`src/rtl/sphy_regs_consts.vh`:
```
`ifndef SPHY_REGS_CONSTS_VH
`define SPHY_REGS_CONSTS_VH

// ----------------------------------------
// byte offsets
// ----------------------------------------
`define SPHY_OFF_ORIENT      8'h60
`define SPHY_OFF_REM_CAP     8'h64
`define SPHY_OFF_LINK_CAP    8'h68
`define SPHY_OFF_LINK_CTL    8'h6c
`define SPHY_OFF_LINK_CAP2   8'h70
`define SPHY_OFF_LINK_CTL2   8'h74
`define SPHY_OFF_LANE_ERR    8'h78
`define SPHY_OFF_LINK_CTL3   8'h7c
`define SPHY_OFF_EQ_SEL      8'h80
`define SPHY_OFF_EQ_WIN      8'h84
`define SPHY_OFF_R16_STATE   8'h88
`define SPHY_OFF_R16_CTL     8'h8c
`define SPHY_OFF_R16_CAP     8'h90
`define SPHY_OFF_R16_DPM     8'h94
`define SPHY_OFF_R16_EQ_SEL  8'h98
`define SPHY_OFF_R16_EQ_WIN  8'h9c
`define SPHY_OFF_MPORT       8'ha0
`define SPHY_OFF_MRG_SEL     8'ha8
`define SPHY_OFF_MRG_WIN     8'hac
`define SPHY_OFF_RT1_DPM     8'hb0
`define SPHY_OFF_RT2_DPM     8'hb4
`define SPHY_OFF_R32_STATE   8'hb8
`define SPHY_OFF_R32_CTL     8'hbc
`define SPHY_OFF_R32_CAP     8'hc0
`define SPHY_OFF_RX_TS1      8'hc8
`define SPHY_OFF_RX_TS2      8'hcc
`define SPHY_OFF_TX_TS1      8'hd0
`define SPHY_OFF_TX_TS2      8'hd4
`define SPHY_OFF_R32_EQ_SEL  8'hd8
`define SPHY_OFF_R32_EQ_WIN  8'hdc
`define SPHY_OFF_ALT_CAP     8'he0
`define SPHY_OFF_ALT_CTL     8'he4
`define SPHY_OFF_ALT_W1      8'he8
`define SPHY_OFF_ALT_W2      8'hec
`define SPHY_OFF_ALT_MASK    8'hf0
`define SPHY_OFF_IRQ_STATE   8'hf8
`define SPHY_OFF_IRQ_MASK    8'hfc

// ----------------------------------------
// fields and reset values
// ----------------------------------------
`define SPHY_LANES           32
`define SPHY_ORIENT_UP       2'h0
`define SPHY_ORIENT_DOWN     2'h1
`define SPHY_ORIENT_CROSS    2'h2
`define SPHY_ORIENT_RSVD     2'h3
`define SPHY_REM_CAP_BITS    3
`define SPHY_RST_ZERO        32'h00000000
`define SPHY_IRQ_BITS        3

`endif

```
`src/rtl/sphy_regs.v`:
```
// Chosen here: the address-and-strobe port.
`timescale 1ns/1ps
`default_nettype none
`include "sphy_regs_consts.vh"

// Summary of operation
// - lane selector windows 16-bit equalization control
// - separate selector windows 16 GT/s eq control
// - separate selector windows 32 GT/s eq control
// - one margin selector steers control and status
// - orientation status: 0 upstream, 1 downstream
// - orientation control sets training role, 3 reserved
// - 16 GT/s local parity mismatch sticky, write-one-clear
// - retimer parity mismatch registers sticky, write-one-clear
// - margining port views are read-only 16-bit
// - 32 GT/s capability captured at init, read-only
// - link control writable, mirrored views read-only
// - training-set words read-only link mirrors
// - enable mask writable, alternate data read-only
// - crosslink resolution may show in status two
module sphy_regs (
	// clock and reset
	input  wire        clk_in,
	input  wire        nrst_in,
	// register port
	input  wire [7:0]  addr_in,
	input  wire [31:0] wdata_in,
	input  wire        wr_in,
	input  wire        rd_in,
	output reg  [31:0] rdata_out,
	// device state mirrors
	input  wire        port_down_facing_in,
	input  wire [2:0]  local_orient_cap_in,
	input  wire [31:0] link_capability_in,
	input  wire [15:0] link_state_in,
	input  wire [31:0] link_capability_two_in,
	input  wire [15:0] link_state_two_in,
	input  wire [31:0] lane_error_state_in,
	input  wire [31:0] rate16_state_in,
	input  wire [31:0] rate16_capability_in,
	input  wire [31:0] rate32_state_in,
	input  wire [31:0] rate32_capability_in,
	input  wire [15:0] margin_port_capability_in,
	input  wire [15:0] margin_port_state_in,
	input  wire [15:0] margin_lane_state_in,
	input  wire [31:0] rx_training_set_word1_in,
	input  wire [31:0] rx_training_set_word2_in,
	input  wire [31:0] tx_training_set_word1_in,
	input  wire [31:0] tx_training_set_word2_in,
	input  wire [31:0] alt_protocol_capability_in,
	input  wire [31:0] alt_protocol_word1_in,
	input  wire [31:0] alt_protocol_word2_in,
	// parity mismatch events, one bit per lane
	input  wire [31:0] local_mismatch_in,
	input  wire [31:0] retimer1_mismatch_in,
	input  wire [31:0] retimer2_mismatch_in,
	// controls to the link
	output reg  [1:0]  orientation_role_out,
	output reg  [2:0]  remote_orient_cap_out,
	output reg  [15:0] link_control_out,
	output reg  [15:0] link_control_two_out,
	output reg  [31:0] link_control_three_out,
	output reg  [31:0] rate16_control_out,
	output reg  [31:0] rate32_control_out,
	output reg  [31:0] alt_protocol_control_out,
	output reg  [31:0] alt_protocol_enable_mask_out,
	output reg  [4:0]  margin_lane_out,
	output reg  [15:0] margin_lane_control_out,
	// interrupt
	output reg         irq_out
);

	// ----------------------------------------
	// storage
	// ----------------------------------------
	reg [15:0] eq_ctl_ff      [0:`SPHY_LANES-1];
	reg [7:0]  eq16_ctl_ff    [0:`SPHY_LANES-1];
	reg [7:0]  eq32_ctl_ff    [0:`SPHY_LANES-1];
	reg [15:0] mrg_ctl_ff     [0:`SPHY_LANES-1];
	reg [4:0]  eq_sel_ff;
	reg [4:0]  eq16_sel_ff;
	reg [4:0]  eq32_sel_ff;
	reg [31:0] dpm16_ff;
	reg [31:0] dpm_rt1_ff;
	reg [31:0] dpm_rt2_ff;
	reg [31:0] cap32_ff;
	reg        init_done_ff;
	reg [2:0]  irq_mask_ff;
	reg [31:0] nxt_rdata;
	integer    i;

	wire wr_hit_any = wr_in;

	// sticky per-bit update: set wins over clear
	function [31:0] sticky;
		input [31:0] cur;
		input [31:0] ev;
		input        clr;
		input [31:0] data;
		begin
			sticky = (cur & ~({32{clr}} & data)) | ev;
		end
	endfunction

	function is_addr;
		input [7:0] a;
		input [7:0] off;
		begin
			is_addr = (a == off);
		end
	endfunction

	wire [2:0] irq_state = {|dpm_rt2_ff, |dpm_rt1_ff, |dpm16_ff};

	// ----------------------------------------
	// write side
	// ----------------------------------------
	always @(posedge clk_in or negedge nrst_in) begin
		if (!nrst_in) begin
			orientation_role_out         <= `SPHY_ORIENT_UP;
			remote_orient_cap_out        <= 3'h0;
			link_control_out             <= 16'h0000;
			link_control_two_out         <= 16'h0000;
			link_control_three_out       <= `SPHY_RST_ZERO;
			rate16_control_out           <= `SPHY_RST_ZERO;
			rate32_control_out           <= `SPHY_RST_ZERO;
			alt_protocol_control_out     <= `SPHY_RST_ZERO;
			alt_protocol_enable_mask_out <= `SPHY_RST_ZERO;
			margin_lane_out              <= 5'h00;
			eq_sel_ff                    <= 5'h00;
			eq16_sel_ff                  <= 5'h00;
			eq32_sel_ff                  <= 5'h00;
			dpm16_ff                     <= `SPHY_RST_ZERO;
			dpm_rt1_ff                   <= `SPHY_RST_ZERO;
			dpm_rt2_ff                   <= `SPHY_RST_ZERO;
			cap32_ff                     <= `SPHY_RST_ZERO;
			init_done_ff                 <= 1'b0;
			irq_mask_ff                  <= 3'h0;
			for (i = 0; i < `SPHY_LANES; i = i + 1) begin
				eq_ctl_ff[i]   <= 16'h0000;
				eq16_ctl_ff[i] <= 8'h00;
				eq32_ctl_ff[i] <= 8'h00;
				mrg_ctl_ff[i]  <= 16'h0000;
			end
		end else begin
			// capability frozen after first clock past reset
			if (!init_done_ff) begin
				cap32_ff     <= rate32_capability_in;
				init_done_ff <= 1'b1;
			end
			dpm16_ff <= sticky(dpm16_ff, local_mismatch_in,
				wr_hit_any && is_addr(addr_in, `SPHY_OFF_R16_DPM),
				wdata_in);
			dpm_rt1_ff <= sticky(dpm_rt1_ff, retimer1_mismatch_in,
				wr_hit_any && is_addr(addr_in, `SPHY_OFF_RT1_DPM),
				wdata_in);
			dpm_rt2_ff <= sticky(dpm_rt2_ff, retimer2_mismatch_in,
				wr_hit_any && is_addr(addr_in, `SPHY_OFF_RT2_DPM),
				wdata_in);
			if (wr_in) begin
				case (addr_in)
				`SPHY_OFF_ORIENT: begin
					// reserved code ignored, role keeps last value
					if (wdata_in[17:16] != `SPHY_ORIENT_RSVD)
						orientation_role_out <= wdata_in[17:16];
				end
				`SPHY_OFF_REM_CAP: begin
					// remote field lives in the upper half of the word
					remote_orient_cap_out <= wdata_in[18:16];
				end
				`SPHY_OFF_LINK_CTL:
					link_control_out <= wdata_in[15:0];
				`SPHY_OFF_LINK_CTL2:
					link_control_two_out <= wdata_in[15:0];
				`SPHY_OFF_LINK_CTL3:
					link_control_three_out <= wdata_in;
				`SPHY_OFF_EQ_SEL:
					eq_sel_ff <= wdata_in[4:0];
				`SPHY_OFF_EQ_WIN:
					eq_ctl_ff[eq_sel_ff] <= wdata_in[15:0];
				`SPHY_OFF_R16_CTL:
					rate16_control_out <= wdata_in;
				`SPHY_OFF_R16_EQ_SEL:
					eq16_sel_ff <= wdata_in[4:0];
				`SPHY_OFF_R16_EQ_WIN:
					eq16_ctl_ff[eq16_sel_ff] <= wdata_in[7:0];
				`SPHY_OFF_MRG_SEL:
					margin_lane_out <= wdata_in[4:0];
				`SPHY_OFF_MRG_WIN:
					mrg_ctl_ff[margin_lane_out] <= wdata_in[15:0];
				`SPHY_OFF_R32_CTL:
					rate32_control_out <= wdata_in;
				`SPHY_OFF_R32_EQ_SEL:
					eq32_sel_ff <= wdata_in[4:0];
				`SPHY_OFF_R32_EQ_WIN:
					eq32_ctl_ff[eq32_sel_ff] <= wdata_in[7:0];
				`SPHY_OFF_ALT_CTL:
					alt_protocol_control_out <= wdata_in;
				`SPHY_OFF_ALT_MASK:
					alt_protocol_enable_mask_out <= wdata_in;
				`SPHY_OFF_IRQ_MASK:
					irq_mask_ff <= wdata_in[2:0];
				default: ;
				endcase
			end
		end
	end

	// ----------------------------------------
	// window outputs and interrupt
	// ----------------------------------------
	always @(posedge clk_in or negedge nrst_in) begin
		if (!nrst_in) begin
			margin_lane_control_out <= 16'h0000;
			irq_out                 <= 1'b0;
		end else begin
			margin_lane_control_out <= mrg_ctl_ff[margin_lane_out];
			irq_out                 <= |(irq_state & irq_mask_ff);
		end
	end

	// ----------------------------------------
	// read side
	// ----------------------------------------
	always @* begin
		nxt_rdata = `SPHY_RST_ZERO;
		case (addr_in)
		// orientation and capability words
		`SPHY_OFF_ORIENT: begin
			// status low half, control high half
			nxt_rdata = {14'h0000, orientation_role_out,
				14'h0000, 1'b0, port_down_facing_in};
		end
		`SPHY_OFF_REM_CAP: begin
			// local cap low, remote cap high; upper bits zero
			nxt_rdata = {13'h0000, remote_orient_cap_out,
				13'h0000, local_orient_cap_in};
		end

		// link registers: mirrors and controls
		`SPHY_OFF_LINK_CAP: begin
			nxt_rdata = link_capability_in;
		end
		`SPHY_OFF_LINK_CTL: begin
			nxt_rdata = {link_state_in, link_control_out};
		end
		`SPHY_OFF_LINK_CAP2: begin
			nxt_rdata = link_capability_two_in;
		end
		`SPHY_OFF_LINK_CTL2: begin
			// crosslink resolution carried by status two
			nxt_rdata = {link_state_two_in, link_control_two_out};
		end
		`SPHY_OFF_LANE_ERR: begin
			nxt_rdata = lane_error_state_in;
		end
		`SPHY_OFF_LINK_CTL3: begin
			nxt_rdata = link_control_three_out;
		end

		// equalization window
		`SPHY_OFF_EQ_SEL: begin
			nxt_rdata = {27'h0000000, eq_sel_ff};
		end
		`SPHY_OFF_EQ_WIN: begin
			nxt_rdata = {16'h0000, eq_ctl_ff[eq_sel_ff]};
		end

		// 16 GT/s group
		`SPHY_OFF_R16_STATE: begin
			nxt_rdata = rate16_state_in;
		end
		`SPHY_OFF_R16_CTL: begin
			nxt_rdata = rate16_control_out;
		end
		`SPHY_OFF_R16_CAP: begin
			nxt_rdata = rate16_capability_in;
		end
		`SPHY_OFF_R16_DPM: begin
			nxt_rdata = dpm16_ff;
		end
		`SPHY_OFF_R16_EQ_SEL: begin
			nxt_rdata = {27'h0000000, eq16_sel_ff};
		end
		`SPHY_OFF_R16_EQ_WIN: begin
			nxt_rdata = {24'h000000, eq16_ctl_ff[eq16_sel_ff]};
		end

		// margining
		`SPHY_OFF_MPORT: begin
			nxt_rdata = {margin_port_state_in,
				margin_port_capability_in};
		end
		`SPHY_OFF_MRG_SEL: begin
			nxt_rdata = {27'h0000000, margin_lane_out};
		end
		`SPHY_OFF_MRG_WIN: begin
			// status is the live view of the selected lane
			nxt_rdata = {margin_lane_state_in,
				mrg_ctl_ff[margin_lane_out]};
		end

		// retimer parity mismatch
		`SPHY_OFF_RT1_DPM: begin
			nxt_rdata = dpm_rt1_ff;
		end
		`SPHY_OFF_RT2_DPM: begin
			nxt_rdata = dpm_rt2_ff;
		end

		// 32 GT/s group and training sets
		`SPHY_OFF_R32_STATE: begin
			nxt_rdata = rate32_state_in;
		end
		`SPHY_OFF_R32_CTL: begin
			nxt_rdata = rate32_control_out;
		end
		`SPHY_OFF_R32_CAP: begin
			nxt_rdata = cap32_ff;
		end
		`SPHY_OFF_RX_TS1: begin
			nxt_rdata = rx_training_set_word1_in;
		end
		`SPHY_OFF_RX_TS2: begin
			nxt_rdata = rx_training_set_word2_in;
		end
		`SPHY_OFF_TX_TS1: begin
			nxt_rdata = tx_training_set_word1_in;
		end
		`SPHY_OFF_TX_TS2: begin
			nxt_rdata = tx_training_set_word2_in;
		end
		`SPHY_OFF_R32_EQ_SEL: begin
			nxt_rdata = {27'h0000000, eq32_sel_ff};
		end
		`SPHY_OFF_R32_EQ_WIN: begin
			nxt_rdata = {24'h000000, eq32_ctl_ff[eq32_sel_ff]};
		end

		// alternate protocol
		`SPHY_OFF_ALT_CAP: begin
			nxt_rdata = alt_protocol_capability_in;
		end
		`SPHY_OFF_ALT_CTL: begin
			nxt_rdata = alt_protocol_control_out;
		end
		`SPHY_OFF_ALT_W1: begin
			nxt_rdata = alt_protocol_word1_in;
		end
		`SPHY_OFF_ALT_W2: begin
			nxt_rdata = alt_protocol_word2_in;
		end
		`SPHY_OFF_ALT_MASK: begin
			nxt_rdata = alt_protocol_enable_mask_out;
		end

		// interrupt summary and mask
		`SPHY_OFF_IRQ_STATE: begin
			nxt_rdata = {29'h00000000, irq_state};
		end
		`SPHY_OFF_IRQ_MASK: begin
			nxt_rdata = {29'h00000000, irq_mask_ff};
		end

		// unmapped and reserved words read zero
		default: begin
			nxt_rdata = `SPHY_RST_ZERO;
		end
		endcase
	end

	always @(posedge clk_in or negedge nrst_in) begin
		if (!nrst_in)
			rdata_out <= `SPHY_RST_ZERO;
		else if (rd_in)
			rdata_out <= nxt_rdata;
		else
			rdata_out <= `SPHY_RST_ZERO;
	end

endmodule

`default_nettype wire

```
`config.mk`:
```
export PLATFORM = sky130hd
export DESIGN_NAME = sphy_regs
export DESIGN_NICKNAME = d
export VERILOG_FILES = /design/src/rtl/sphy_regs.v
export VERILOG_INCLUDE_DIRS = /design/src /design/src/rtl
export SDC_FILE = /design/constraint.sdc
export NUM_CORES = 2
export LEC_CHECK = 0
export BUFFER_PORTS_ARGS = -buffer_cell sky130_fd_sc_hd__buf_2
export CORE_AREA = 10 10 521 523
export CTS_CLUSTER_DIAMETER = 200
export DETAILED_ROUTE_END_ITERATION = 12
export DIE_AREA = 0 0 531 533
export PLACE_DENSITY = 0.64
export SLEW_MARGIN = 20
export SYNTH_ARGS = -nofsm -noshare
export SYNTH_HDL_FRONTEND = slang
export SYNTH_SLANG_ARGS = --single-unit
```
`constraint.sdc`:
```
create_clock -name clk_in -period 3.91 [get_ports clk_in]
set_clock_uncertainty 0.1 [all_clocks]
set_input_delay 0.1955 -clock clk_in [delete_from_list [all_inputs] [get_ports clk_in]]
set_output_delay 0.1955 -clock clk_in [all_outputs]
set_load 0.02 [all_outputs]
```
==> impl_metrics.yaml <==
outcome:
  run_status: "finished, violations left"
  violations: "negative hold slack, negative setup slack"
sta:
  drv_slew: 0
  hold_ws_ps: -23.12
  min_period_ps: 3936
  fmaxAchievable_mhz: 254.1
  min_period_over_period_pct: 100.7
  finalSetupViolations: 3
  setup_slack_ps: -26.04
  worst_pin_slew_ps: 1307
  slew_headroom_pct: 12.84
  rsz0062_at_grt: "false"
  hold_viol: 9
setup_path:
  arrival_ps: 4640
  reg2reg_from: "eq32_sel_ff[0]"
  crit_path_max_fanout: 25
  ff2ff_setup_slack_ps: -10
  ff2ff_path_depth: 8
  critPathLaunch: "addr_in[4]"
  rr_endpoint: "rdata_out[3]"
  path_class: "in2reg"
  cp.required_ps: 4610
  cp-start-kind: "input pin"
  endpoint_kind: "flop"
  endpoint: "rdata_out[19]"
detailed_routing:
  drt_iter0_drc: 8627
  wl_mm: 459.7
  antenna_left: 0
  wl_per_cell_um: 38.83
  vias: 71690
  route.detailed.drc: 0
  via_per_inst: 6.056
  first_pass_iters: 7
cells_and_area:
  layout_common_cells: "1915 x dfrtp_1, 1783 x mux2_2, 911 x buf_2"
  area_growth_pct: 24.37
  final_common_cell: "dfrtp_1"
  drive_gt1_share_pct: 44.43
  nets: 8879
clock_tree:
  clock-root-buffer: "clkbuf_16"
  cts_max_path_buffers: 3
  cts.sinks: 1934
  cts_inserted_buffers: 205
  clkTransAtPathRegs_ps: 70
  htree_num_levels: 4
  clk_latency_ps: 920
  cts_tree: "built"
global_routing:
  grt.overflow.total: 0
  antenna_found_initial: 81
  grt_pass1_wl_mm: 622.7
  grt_max_degree: 172
  grt_pass1_vias: 72690
  grt_util_all_layers_pct: 31.33
placed_design:
  dp_hpwl_mm: 345.1
  place_congestion: 1.064
  io_buffers: 922
die:
  rows: 188
  dieHeight_um: 533
  start_util_pct: 34.81
  fp.dieW_um: 531
  io_pins: 923
  core_sq_um: 261100
  die_area_sq_um: 283000
yosys:
  synth_nets: 7484
  ys.flop_type: "dfrtp_1"
  ys_seq_elements: 1934
  synth_warnings: 0
  synthCells: 6812
  netlist_area_sq_um: 90890
  yosysUniqueCellTypes: 83
  avgSynthCellArea_sq_um: 13.34
  ys_seq_area_share_pct: 53.25
  synth_edf_count: 0
  async_flop_share_pct: 100.0
pwr:
  power.density_nw_per_um2: 395.2
  leakagePower_nw: 51.39
  worst_ir_drop_vdd_uv: 512.4
  p_total_w: 0.04468
min_path:
  hold_class: "in2reg"
run:
  drv_cap: 0
[per-stage QoR]
stage / cell area (sq um) / cells / TNS (ps) / utilization [%] / worst slack, ps
final: 113000 / 11840 / -50.86 / 43.30 / -26.04
after floorplan: 90890 / 6812 / 0 / - / 1212
after global placement: 101400 / 10980 / -543.2 / 38.82 / -543.2
after global routing: 113000 / 11810 / 0 / 43.27 / 6.752
after CTS: 112800 / 11790 / 0 / 43.21 / 2.732
after detailed placement: 101400 / 10980 / -186.5 / 38.83 / -186.5
[logic make-up after synthesis]
kind of cell,count (synthesis),share of synthesized area [%]
AND/OR/NAND/NOR,806,5.169
flip-flops,1934,53.25
buffers and inverters,607,2.862
AO/OA/AOI/OAI,969,7.659
multiplexers,2494,31.05
other,1,0.004126
XOR/XNOR,1,0.009638
[critical path, stage by stage]
cell and delay, ps:
buf_2 460, nand4b_1 600, nor2_4 770, buf_4 380, a22oi_1 150, nand4_1 110
dlygate4sd3_1 560, nor2_1 70, dlygate4sd3_1 600, a21oi_1 130, dlygate4sd3_1 560
[synthesized netlist by cell type (all sizes together) (4+ instances only)]
master   instances  area share, %
and3            12          0.083
a21o            98           0.81
nand4bb         29           0.38
a32oi            5          0.048
and4b            4          0.044
nor4           106           0.78
o22ai          303            2.1
nor4b            5          0.062
nor3            32           0.25
clkbuf         370            1.5
mux4            78            1.9
mux2i          621            6.8
nand2b           9          0.062
a221oi          11           0.11
nand4b          28           0.28
o211ai          14           0.12
buf            235            1.3
or4              6          0.050
a211oi          13           0.11
nand4           54           0.39
nor2b           18           0.12
nand2          245            1.0
and4            12           0.12
nor3b            6          0.050
a31oi           30           0.21
nor2           144           0.75
nor4bb           4          0.044
dfrtp         1934             53
nand3b           5          0.055
mux2          1795             22
a222oi          37           0.41
a21oi           31           0.17
and2             7          0.048
a2111oi         12           0.12
or3              5          0.034
o21ai           21           0.12
or4b            19           0.22
nand3           47           0.26
a22o            56           0.54
a22oi          311            2.6
[routing by layer]
layer | vias to the layer above | global-route usage [%] | part of all wire, %
met1 | 37880 | 35.68 | 35
met4 | 26 | 26.79 | 11
met5 | - | 0 | 0.040
li1 | 28460 | - | -
met2 | 4023 | 49.03 | 45
met3 | 1303 | 7.990 | 8.6
[state kept, by name (all words and copies together), names as in the netlist, 256 cells and up]
name / flops
eq_ctl_ff: 512
mrg_ctl_ff: 512
eq16_ctl_ff: 256
eq32_ctl_ff: 256
[final cells by class]
type                            instances  area [sq um]
Clock buffer                          301          5993
Clock inverter                         71          1057
Inverter                                2         7.507
Timing Repair Buffer                 1793         12870
Sequential cell                      1934         48430
Multi-Input combinational cell       4271         40290
Fill cell                           24090        148100
Antenna cell                           46         115.1
Tap cell                             3420          4279
[where the power goes]
| group | switching [W] | internal [W] | leakage [nW] |
|---|---|---|---|
| registers | 0.000304 | 0.0202 | 26.4 |
| clock network | 0.00869 | 0.0119 | 3.45 |
| logic | 0.00249 | 0.00110 | 21.6 |
[how the worst min path moves through the flow]
stage / from / end / slack, ps / cells after the start
after global routing: wdata_in[9] / mrg_ctl_ff[425] / 20 / 2
final: wdata_in[2] / mrg_ctl_ff[66] / -20 / 2
after detailed placement: nrst_in / eq32_ctl_ff[87] / 130 / 1
after floorplan: nrst_in / alt_protocol_control_out[0] / -200 / 0
after CTS: local_mismatch_in[10] / dpm16_ff[10] / 1 / 3
after global placement: nrst_in / eq32_ctl_ff[217] / 120 / 1
[what timing repair did]
action | 4_1_cts | 5_1_grt
hold endpoints to repair | 1917 | 0
setup endpoints to repair | 2 | 8
setup buffers | 0 | 2
hold buffers | 435 | 0
gates resized for setup | 2 | 16
Power figures use the tool's default switching activity.
